===== src/spcr_pkg.sv =====
// Package with register map, field positions and reset values
package spcr_pkg;
	localparam int SPCR_ADDR_W = 21;
	localparam logic [20:0] SPCR_CTRL_ADDR = 21'h1F0000;
	localparam logic [20:0] SPCR_ANSTAT_ADDR = 21'h1F8002;
	localparam int SPCR_BIT_SRST = 15;
	localparam int SPCR_BIT_LOOP = 14;
	localparam int SPCR_BIT_SPD_LO = 13;
	localparam int SPCR_BIT_ANEN = 12;
	localparam int SPCR_BIT_PDN = 11;
	localparam int SPCR_BIT_ANRST = 9;
	localparam int SPCR_BIT_DUP = 8;
	localparam int SPCR_BIT_SPD_HI = 6;
	localparam logic [15:0] SPCR_CTRL_RESET = 16'h1140;
	localparam logic [15:0] SPCR_CTRL_RW_MASK = 16'h7940;
	localparam logic [1:0] SPCR_SPD_10 = 2'h0;
	localparam logic [1:0] SPCR_SPD_100 = 2'h1;
	localparam logic [1:0] SPCR_SPD_1000 = 2'h2;
	localparam logic [1:0] SPCR_SPD_RSVD = 2'h3;
	localparam int SPCR_ST_SPD_LSB = 2;
	localparam int SPCR_ST_DUP = 1;
	localparam int SPCR_ST_DONE = 0;
endpackage


===== src/spcr_ctl_if.sv =====
// Interface carrying decoded control levels to the pulse stage
`timescale 1ns/1ps
interface spcr_ctl_if;
	logic srst_req;
	logic an_req;
	logic srst_pulse;
	logic an_pulse;
	modport src (output srst_req, output an_req, input srst_pulse, input an_pulse);
	modport dst (input srst_req, input an_req, output srst_pulse, output an_pulse);
endinterface


===== src/spcr_pulse.sv =====
// Registered pulses for self-clearing command bits, one cycle after the request and as long as it
`timescale 1ns/1ps
module spcr_pulse
	import spcr_pkg::*;
(
	input wire logic i_clk,
	input wire logic i_rst_n,
	spcr_ctl_if.dst ctl
);
	typedef struct packed {
		logic srst;
		logic an;
	} spcr_pulse_s;
	spcr_pulse_s st_reg;
	spcr_pulse_s st_next;

	always_comb
	begin
		st_next.srst = ctl.srst_req;
		st_next.an = ctl.an_req;
	end

	always_ff @(posedge i_clk or negedge i_rst_n)
	begin
		if (!i_rst_n)
			st_reg <= '0;
		else
			st_reg <= st_next;
	end

	assign ctl.srst_pulse = st_reg.srst;
	assign ctl.an_pulse = st_reg.an;
endmodule


===== src/spcr_top.sv =====
// SGMII port control register with soft reset, loopback, speed, AN and power-down
`timescale 1ns/1ps
module spcr_top
	import spcr_pkg::*;
(
	input wire logic i_clk,
	input wire logic i_rst_n,
	input wire logic [20:0] i_addr,
	input wire logic i_wr,
	input wire logic i_rd,
	input wire logic [15:0] i_wdata,
	output logic [15:0] o_rdata,
	output logic o_rvalid,
	input wire logic i_sgmii_mode,
	input wire logic i_chip_pdn,
	input wire logic i_an_done,
	input wire logic [1:0] i_an_speed,
	input wire logic i_an_duplex,
	output logic o_block_rst,
	output logic o_an_restart,
	output logic o_an_enable,
	output logic o_loopback,
	output logic [1:0] o_speed,
	output logic o_full_duplex,
	output logic o_rx_en,
	output logic o_tx_en,
	output logic o_clk_en
);
	typedef struct packed {
		logic loop;
		logic spd_lo;
		logic anen;
		logic pdn;
		logic dup;
		logic spd_hi;
		logic [15:0] rdata;
		logic rvalid;
	} spcr_state_s;
	spcr_state_s st_reg;
	spcr_state_s st_next;
	spcr_ctl_if ctl ();
	logic wr_ctrl;
	logic [15:0] ctrl_view;
	logic [15:0] stat_view;

	spcr_pulse u_pulse (
		.i_clk(i_clk),
		.i_rst_n(i_rst_n),
		.ctl(ctl)
	);

	assign wr_ctrl = i_wr && (i_addr == SPCR_CTRL_ADDR);
	assign ctl.srst_req = wr_ctrl && i_wdata[SPCR_BIT_SRST];
	assign ctl.an_req = (wr_ctrl && i_wdata[SPCR_BIT_ANRST]) && !ctl.srst_req;

	always_comb
	begin
		ctrl_view = '0;
		ctrl_view[SPCR_BIT_LOOP] = st_reg.loop;
		ctrl_view[SPCR_BIT_SPD_LO] = st_reg.spd_lo;
		ctrl_view[SPCR_BIT_ANEN] = st_reg.anen;
		ctrl_view[SPCR_BIT_PDN] = st_reg.pdn;
		ctrl_view[SPCR_BIT_DUP] = st_reg.dup;
		ctrl_view[SPCR_BIT_SPD_HI] = st_reg.spd_hi;
	end

	always_comb
	begin
		stat_view = '0;
		stat_view[SPCR_ST_SPD_LSB +: 2] = i_an_speed;
		stat_view[SPCR_ST_DUP] = i_an_duplex;
		stat_view[SPCR_ST_DONE] = i_an_done;
	end

	always_comb
	begin
		st_next = st_reg;
		st_next.rvalid = i_rd;
		if (i_rd)
		begin
			if (i_addr == SPCR_CTRL_ADDR)
				st_next.rdata = ctrl_view;
			else if (i_addr == SPCR_ANSTAT_ADDR)
				st_next.rdata = stat_view;
			else
				st_next.rdata = '0;
		end
		if (ctl.srst_pulse)
		begin
			st_next.loop = SPCR_CTRL_RESET[SPCR_BIT_LOOP];
			st_next.spd_lo = SPCR_CTRL_RESET[SPCR_BIT_SPD_LO];
			st_next.anen = SPCR_CTRL_RESET[SPCR_BIT_ANEN];
			st_next.pdn = SPCR_CTRL_RESET[SPCR_BIT_PDN];
			st_next.dup = SPCR_CTRL_RESET[SPCR_BIT_DUP];
			st_next.spd_hi = SPCR_CTRL_RESET[SPCR_BIT_SPD_HI];
		end
		else if (wr_ctrl && !i_wdata[SPCR_BIT_SRST])
		begin
			st_next.loop = i_wdata[SPCR_BIT_LOOP];
			st_next.spd_lo = i_wdata[SPCR_BIT_SPD_LO];
			st_next.anen = i_wdata[SPCR_BIT_ANEN];
			st_next.pdn = i_wdata[SPCR_BIT_PDN];
			st_next.dup = i_wdata[SPCR_BIT_DUP];
			st_next.spd_hi = i_wdata[SPCR_BIT_SPD_HI];
		end
	end

	always_ff @(posedge i_clk or negedge i_rst_n)
	begin
		if (!i_rst_n)
		begin
			st_reg.loop <= SPCR_CTRL_RESET[SPCR_BIT_LOOP];
			st_reg.spd_lo <= SPCR_CTRL_RESET[SPCR_BIT_SPD_LO];
			st_reg.anen <= SPCR_CTRL_RESET[SPCR_BIT_ANEN];
			st_reg.pdn <= SPCR_CTRL_RESET[SPCR_BIT_PDN];
			st_reg.dup <= SPCR_CTRL_RESET[SPCR_BIT_DUP];
			st_reg.spd_hi <= SPCR_CTRL_RESET[SPCR_BIT_SPD_HI];
			st_reg.rdata <= '0;
			st_reg.rvalid <= 1'b0;
		end
		else
			st_reg <= st_next;
	end

	assign o_rdata = st_reg.rdata;
	assign o_rvalid = st_reg.rvalid;
	assign o_block_rst = ctl.srst_pulse;
	assign o_an_restart = ctl.an_pulse && !st_reg.pdn;
	assign o_an_enable = st_reg.anen && i_sgmii_mode;
	assign o_loopback = st_reg.loop;
	assign o_speed = {st_reg.spd_hi, st_reg.spd_lo};
	assign o_full_duplex = st_reg.dup;
	assign o_rx_en = !st_reg.pdn;
	assign o_tx_en = !st_reg.pdn;
	assign o_clk_en = !st_reg.pdn;
endmodule


===== config.mk =====
export PLATFORM = sky130hd
export DESIGN_NAME = spcr_top
export DESIGN_NICKNAME = d
export VERILOG_FILES = /design/src/spcr_pkg.sv /design/src/spcr_ctl_if.sv /design/src/spcr_pulse.sv /design/src/spcr_top.sv
export SDC_FILE = /design/constraint.sdc
export NUM_CORES = 1
export LEC_CHECK = 0
export BUFFER_PORTS_ARGS = -buffer_cell sky130_fd_sc_hd__buf_4
export CORE_MARGIN = 8
export CORE_UTILIZATION = 29
export DETAILED_ROUTE_END_ITERATION = 6
export GPL_TIMING_DRIVEN = 0
export SYNTH_ARGS = -nofsm -noshare
export SYNTH_HDL_FRONTEND = slang
export SYNTH_SLANG_ARGS = --single-unit

===== constraint.sdc =====
create_clock -name i_clk -period 1.05 [get_ports i_clk]
set_input_delay 0.315 -clock i_clk [delete_from_list [all_inputs] [get_ports i_clk]]
set_output_delay 0.315 -clock i_clk [all_outputs]
set_load 0.05 [all_outputs]

After elaboration in Yosys (flattened, before gate mapping)
Cells that the tools add are included.

storage, ports and cells
  register bits after elaboration = 25
  memory bits (read-only) = 0
  input port bits = 47
  word-level logic and storage cells = 27
  latch bits = 0
  memory bits (writable) = 0
  output and inout port bits = 27
  memories kept = 0

cells by class
  equality and inequality tests = 2
  reduce and logical (&&, ||, !) cells = 11
  shift-type cells = 0
  divide/modulo/power cells = 0
  multiplexer cells = 4
  add/subtract/negate cells = 0
  bitwise operators = 0
  magnitude comparators = 0
  multipliers = 0

operator list
  operator                number
  $eq A21 B21 Y1 const B  2
  $mux W15                1
  $mux W6                 2
  $logic_and A1 B1 Y1     7
  $mux W4                 1
  $logic_not A1 Y1        3
  $reduce_bool A2 Y1      1

Depth between registers and ports, before layout
Gate-level depths: netlist of the first run.

  depth in word-level cells = 5
  mapped depth = 5
  mapped depth without buffers = 4

Modules after synthesis
Synthesis of the first run repeated with hierarchy kept, for this count alone.

second synthesis, totals
  cells, all modules = 102
  area, all modules = 1,054.8 sq um

modules (own cells, without submodules)
  module      cells an instance  instances  area an instance (sq um)  seq. area each (sq um)
  spcr_top    100                1          1,004.7                   429.2
  spcr_pulse  2                  1          50.0                      50.0

Worst setup path after synthesis of the first run
Ideal clock, no wire load.

  kind = register -> output
  start = reg st_reg (netlist bit ctrl_view[11])
  end = out o_an_restart
  setup slack = -0.351 ns
  data arrival time = 1.086 ns
  cell stages (with the launch flop) = 2
  buffers on the path = 0
  data required time = 0.735 ns
  cell sequence = dfrtp_1 -> nor2b_1

on the way
  word-level cells in the longest chain between the ends = 2

RTL lines
  element                   RTL line         RTL
  start: declaration        spcr_top.sv:39   spcr_state_s st_reg;
  start signal: assignment  spcr_top.sv:122  st_reg <= st_next;
  $logic_not A1 Y1          spcr_top.sv:128  assign o_an_restart = ctl.an_pulse && !st_reg.pdn;
  $logic_and A1 B1 Y1       spcr_top.sv:128
  end: declaration          spcr_top.sv:20   output logic o_an_restart,

Every way passes these cells.

Worst setup path after layout of the first run
  start = reg st_reg (netlist bit ctrl_view[12])
  end = out o_an_enable

on the way
  word-level cells in the longest chain between the ends = 1

RTL lines
  element              RTL line         RTL
  $logic_and A1 B1 Y1  spcr_top.sv:129  assign o_an_enable = st_reg.anen && i_sgmii_mode;
  end: declaration     spcr_top.sv:21   output logic o_an_enable,

Every way passes these cells.

==> out/metrics.yaml, run 1 <==
yosys_warnings: 0
p_per_area_mw_per_mm2: 706
synth_top_family_by_area: "simple AND/OR/NAND/NOR gates"
dr.pass1.iters: 4
switching_share_pct: 28.0
syn_inst: 102
synthMuxAreaShare_pct: 0
period_share_pct: 139
synth_area_sq_mm: 0.00105
synth_xor_area_share_pct: 0
min_from: "i_rd"
status: "finished, violations left"
synth_compound_area_share_pct: 17.9
cts_buffer_depth: 2
n_antenna_cell: 0
cts_htree_levels: 1
initial_core_util_pct: 29.5
grt_pass1_wl_microns: 5430
vias: 1071
rows: 22
synth.distinct_cells: 22
grt_pass1_vias: 1118
die_w_microns: 76.3
async_flop_share_pct: 100
endpoint_kind: "primary output"
ir_drop_mv: 0.280
grt_max_degree: 20
fillers: 328
cts_buffers: 3
die_area_sq_mm: 0.00582
multi_input_area_sq_um: 553
grt_remaining_overflow: 0
gp_congestion: 0.715
worst_slack_ps: -408
layout_commonest_cell: "buf_4"
register_area_sq_um: 480
cp_max_fo: 2
synth_fa_ha_area_share_pct: 0
port_buffers: 58
area_growth_pct: 89.8
ys_seq_area_share_pct: 45.4
cellLeakagePower_nw: 0.895
cp.required_ps: 730
hold_violations: 0
whs_path_depth: 1
max-cap-violations: 0
finalSetupViolCount: 36
ff2ff_path_depth: 3
p_int_mw: 1.02
fmax_ghz: 0.686
worstPathArrival_ps: 1140
period_minus_slack_ps: 1460
seqPwrFrac_pct: 52.0
worstSetupPathType: "flip-flop to primary output"
synth.avg_cell_area_sq_um: 10.3
grtUsageTotal_pct: 11.4
antenna_found_initial: 0
nets: 240
viasPerCell: 4.46
r2r_setup_slack_ps: 90
place_hpwl_microns: 2460
ys_ff_latch: 19
insertion_delay_ps: 300
path_clk_slew_ps: 110
drive_gt1_share_pct: 67.2
clock_sinks: 19
yosys.area_share.simple_pct: 22.8
violations: "negative setup slack"
dieHeight_microns: 76.3
start_kind: "flip-flop"
rsz0062_at_grt: "true"
comb_power_share_pct: 21.2
place_worst_setup_slack_ps: -516
synth-main-ff-cell: "dfrtp_1"
r2r-end: "o_speed[1]"
cts_tree: "yes"
cts_root_buffer: "clkbuf_4"
tightest_slew_ps: 687
ant_nets: 0
slew_headroom_pct: 54.2
layout_common_cells: "buf_4 (62), buf_6 (23), dfrtp_1 (15)"
routed_wl_microns: 3400
skew_ps: 2.06
drtIter0Drc: 63
r2r_start: "o_speed[1]"
pin_count: 74
synth-edff-count: 0
drcViolationCount: 0
p_total_mw: 1.41
coreArea_sq_mm: 0.00358
power_frac_clock_pct: 26.9
slew_viol_final: 0
holdPathEnd: "o_rvalid"
min_path_type: "input pin to flip-flop"
p_switching_mw: 0.395
drt-wirelength-per-cell_microns: 14.2
synth_stat cells (3+ instances only):
master | number | share of area (%)
nor3_1 | 4 | 1.9
a21oi_1 | 3 | 1.4
dfrtp_1 | 16 | 38
o22ai_2 | 10 | 12
nand2_1 | 8 | 2.8
dfstp_2 | 3 | 7.5
buf_4 | 12 | 8.5
nor4_2 | 4 | 4.7
o21ai_1 | 6 | 2.8
nand3_1 | 4 | 1.9
inv_1 | 13 | 4.6
a31oi_1 | 3 | 1.8
nand4_1 | 4 | 2.4
layer usage:
metal,up-vias,global-route usage (%),routed length (microns)
li1,524,-,-
met1,497,13.3,1400
met2,46,18.0,1680
met3,4,4.13,270
met4,0,5.38,47
met5,-,0,0
worst max-delay path by stage:
| stage | startpoint | endpoint | slack, ps | cells after the start |
|---|---|---|---|---|
| CTS | ctrl_view[12] | o_an_enable | -400 | 2 |
| finish | ctrl_view[12] | o_an_enable | -410 | 2 |
| floorplan | ctrl_view[11] | o_rx_en | -220 | 2 |
| global route | ctrl_view[12] | o_an_enable | -440 | 2 |
| global placement | i_addr[15] | ctrl_view[11] | -490 | 5 |
| detailed placement | i_addr[15] | ctrl_view[11] | -520 | 5 |
cell families (layout without fill, tap and decap cells):
family | Yosys count | after routing
compound gates | 22 | 22
buf+inv | 26 | 110
other cells | 1 | 6
flops | 19 | 19
simple gates | 34 | 35
critical path, cell delays in order (launching register included):
cell and delay [ps]:
dfstp_2 570, and2_4 140, buf_8 130
power groups by stage:
stage	combinational (mW)	sequential [mW]	clock, mW
6_report	0.299	0.735	0.380
5_1_grt	0.319	0.735	0.418
4_1_cts	0.295	0.735	0.386
3_5_place_dp	0.279	0.748	0
3_3_place_gp	0.276	0.748	0
2_1_floorplan	0.112	0.756	0
area by class of cell:
class | count | area share [%]
Inverter | 13 | 2.63
Multi-Input combinational cell | 63 | 27.6
Sequential cell | 19 | 24.0
Timing Repair Buffer | 82 | 36.7
Clock buffer | 3 | 1.13
Clock inverter | 1 | 0.250
Buffer | 11 | 4.69
Tap cell | 48 | 3.00
sequential cells by signal (all words and copies together), names as in the netlist:
register,cells
o_rdata,10
ctrl_view,2
o_speed,2
o_full_duplex,1
o_loopback,1
o_rvalid,1
u_pulse.ctl.an_pulse,1
u_pulse.ctl.srst_pulse,1
what timing repair did:
item / CTS / global route
hold buffers: 1 / 0
hold endpoints to repair: 16 / 0
gates resized for setup: 33 / 13
pin swaps: 12 / 7
buffers inserted: 14 / 8
gates cloned: 2 / 0
endpoints found under the setup margin: 39 / 38
through the flow:
| step | instances | area (sq um) | hold WS, ps | setup TNS [ps] | utilization, % |
|---|---|---|---|---|---|
| 2_1_floorplan | 107 | 1120 | 19.4 | -3600 | - |
| 3_3_place_gp | 213 | 1620 | 201 | -7980 | 45.1 |
| 3_5_place_dp | 213 | 1620 | 203 | -8280 | 45.1 |
| 4_1_cts | 232 | 1880 | 170 | -4970 | 52.6 |
| 5_1_grt | 240 | 2000 | 160 | -6370 | 55.9 |
| 6_report | 240 | 2000 | 175 | -4580 | 55.9 |
Note: power is estimated with default switching activity, not from simulation.
==> run 2: changes to the inputs <==
--- a/config.mk
+++ b/config.mk
@@ -13,3 +13,4 @@
 export SYNTH_ARGS = -nofsm -noshare
 export SYNTH_HDL_FRONTEND = slang
 export SYNTH_SLANG_ARGS = --single-unit
+export TNS_END_PERCENT = 50
==> run 2 against run 1 <==
Against the previous run:
- the run still ends with negative setup slack left
- largest power group unchanged
- critical path depth stayed put
- clock power is 2% higher
- combinational power is 1% lower
- cell count is 4.2% lower
- setup slack better by 20 ps
- sequential power hardly changed
- non-clock buffer count is 10 lower
- design area is 5.6% lower
==> out/metrics.yaml, run 2 (same netlist as run 1, synthesis figures left out) <==
crit_path_top_delay_cell: "dfstp_2"  # unchanged
layout_common_cells: "buf_4 (52), buf_6 (23), dfrtp_1 (16)"  # was buf_4 (62), buf_6 (23), dfrtp_1 (15)
worstPathArrival_ps: 1120  # was 1140 ps
die_area_sq_mm: 0.00582  # unchanged
min_path_type: "input pin to flip-flop"  # unchanged
rsz0062_at_grt: "true"  # unchanged
drtIter0Drc: 46  # was 63
ir_drop_mv: 0.326  # was 0.280 mV
finalSetupViolCount: 38  # was 36
antenna_found_initial: 0  # unchanged
dieHeight_microns: 76.3  # unchanged
seqPwrFrac_pct: 51.8  # was 52.0%
area_growth_pct: 79.2  # was 89.8%
cts_buffer_depth: 2  # unchanged
place_hpwl_microns: 2450  # was 2460 microns
setup_tns_ps: -4650  # was -4580 ps
dr.pass1.iters: 4  # unchanged
ant_nets: 0  # unchanged
cellLeakagePower_nw: 0.837  # was 0.895 nW
grt_pass1_wl_microns: 5200  # was 5430 microns
max_stage_delay_ps: 550  # was 570 ps
placed_cells: 213  # unchanged
crit_start: "ctrl_view[12]"  # unchanged
grt.busiest_layer: "met2"  # unchanged
coreArea_sq_mm: 0.00358  # unchanged
grtUsageMet1_pct: 12.4  # was 13.3%
port_buffers: 58  # unchanged
cts_buffers: 3  # unchanged
multi_input_area_sq_um: 529  # was 553 sq um
start_kind: "flip-flop"  # unchanged
skew_ps: 1.34  # was 2.06 ps
gp_congestion: 0.771  # was 0.715
largest_reg_flops: 10  # unchanged
n_antenna_cell: 0  # unchanged
nets: 230  # was 240
period_minus_slack_ps: 1440  # was 1460 ps
use_met2_pct: 17.6  # was 18.0%
worst_slack_ps: -388  # was -408 ps
tightest_slew_ps: 651  # was 687 ps
holdWs_ps: 177  # was 175 ps
fmax_ghz: 0.695  # was 0.686 GHz
cts_tree: "yes"  # unchanged
fillers: 331  # was 328
cts_htree_levels: 1  # unchanged
violations: "negative setup slack"  # unchanged
grtUsageTotal_pct: 10.8  # was 11.4%
comb_power_share_pct: 20.8  # was 21.2%
viasPerCell: 4.50  # was 4.46
slew_headroom_pct: 56.6  # was 54.2%
initial_core_util_pct: 29.5  # unchanged
final_cells: 230  # was 240
grt_max_degree: 20  # unchanged
min_from: "i_rd"  # unchanged
endpoint_kind: "primary output"  # unchanged
drive_gt1_share_pct: 62.6  # was 67.2%
cp_max_fo: 2  # unchanged
drcViolationCount: 0  # unchanged
path_cells: "and2_4 > buf_8"  # unchanged
status: "finished, violations left"  # unchanged
path_clk_slew_ps: 110  # about the same
period_share_pct: 137  # was 139%
pin_count: 74  # unchanged
grt_remaining_overflow: 0  # unchanged
die_w_microns: 76.3  # unchanged
register_area_sq_um: 479  # was 480 sq um
p_total_mw: 1.42  # was 1.41 mW
slew_viol_final: 0  # unchanged
grt_pass1_vias: 1085  # was 1118
p_int_mw: 1.02  # about the same
use_met3_pct: 3.18  # was 4.13%
rows: 22  # unchanged
drt-wirelength-per-cell_microns: 13.7  # was 14.2 microns
insertion_delay_ps: 300  # about the same
power_frac_clock_pct: 27.4  # was 26.9%
hold_violations: 0  # unchanged
clock_sinks: 19  # unchanged
worstSetupPathType: "flip-flop to primary output"  # unchanged
critical-path-top-delay-family: "flip-flops"  # unchanged
layout_commonest_cell: "buf_4"  # unchanged
p_switching_mw: 0.397  # was 0.395 mW
vias: 1036  # was 1071
switching_share_pct: 27.9  # was 28.0%
cp.required_ps: 730  # about the same
crit_buf_inv: 1  # unchanged
p_per_area_mw_per_mm2: 751  # was 706 mW/mm^2
cts_root_buffer: "clkbuf_4"  # unchanged
r2r_start: "ctrl_view[11]"  # was o_speed[1]
max-cap-violations: 0  # unchanged
routed_wl_microns: 3150  # was 3400 microns
[run 2: metal layers]
layer  share of wire [%]  routed length (microns)  up-vias
li1                    -                        -      509
met1                  40                     1250      483
met2                  52                     1630       40
met3                 6.7                      210        4
met4                 1.7                       54        0
met5                   0                        0        -
[run 2: worst paths after layout]
path | to | slack, ps | cells past startpoint
worst max-delay path | o_an_enable | -390 | 2
worst min-delay path | o_rvalid | 180 | 1
worst max register to register | o_rdata[11] | 100 | 4
worst min register to register | o_rdata[13] | 570 | 2
max in group asynchronous | ctrl_view[12] | 370 | 2
min in group asynchronous | o_rvalid | 420 | 2
[run 2: metrics by stage]
stage / util (%) / area (sq um) / setup WS, ps
2_1_floorplan: - / 1120 / -224
3_3_place_gp: 45.1 / 1610 / -468
3_5_place_dp: 45.1 / 1610 / -511
4_1_cts: 52.0 / 1860 / -396
5_1_grt: 52.8 / 1890 / -435
6_report: 52.8 / 1890 / -388
[run 2: timing repair]
action / 4_1_cts / 5_1_grt
cloned: 0 / 2
pin swaps: 11 / 7
hold endpoints to repair: 16 / 0
endpoints found under the setup margin: 39 / 38
buffers inserted: 13 / 0
gates resized for setup: 34 / 6
hold buffers: 1 / 0
[run 2: power groups by stage]
| stage | Clock (mW) | Combinational, mW | Sequential, mW |
|---|---|---|---|
| floorplan | 0 | 0.110 | 0.756 |
| global placement | 0 | 0.273 | 0.748 |
| detailed placement | 0 | 0.277 | 0.748 |
| CTS | 0.401 | 0.293 | 0.735 |
| global route | 0.432 | 0.317 | 0.736 |
| finish | 0.389 | 0.295 | 0.735 |
[run 2: area by class of cell]
type                    instances  area share [%]
flip-flops and latches         19            25.3
inverters                      13            2.78
repair buffers                 73            34.9
multi-input cells              63            28.0
well taps                      48            3.18
clock buffers                   4            1.39
plain buffers                  10            4.37
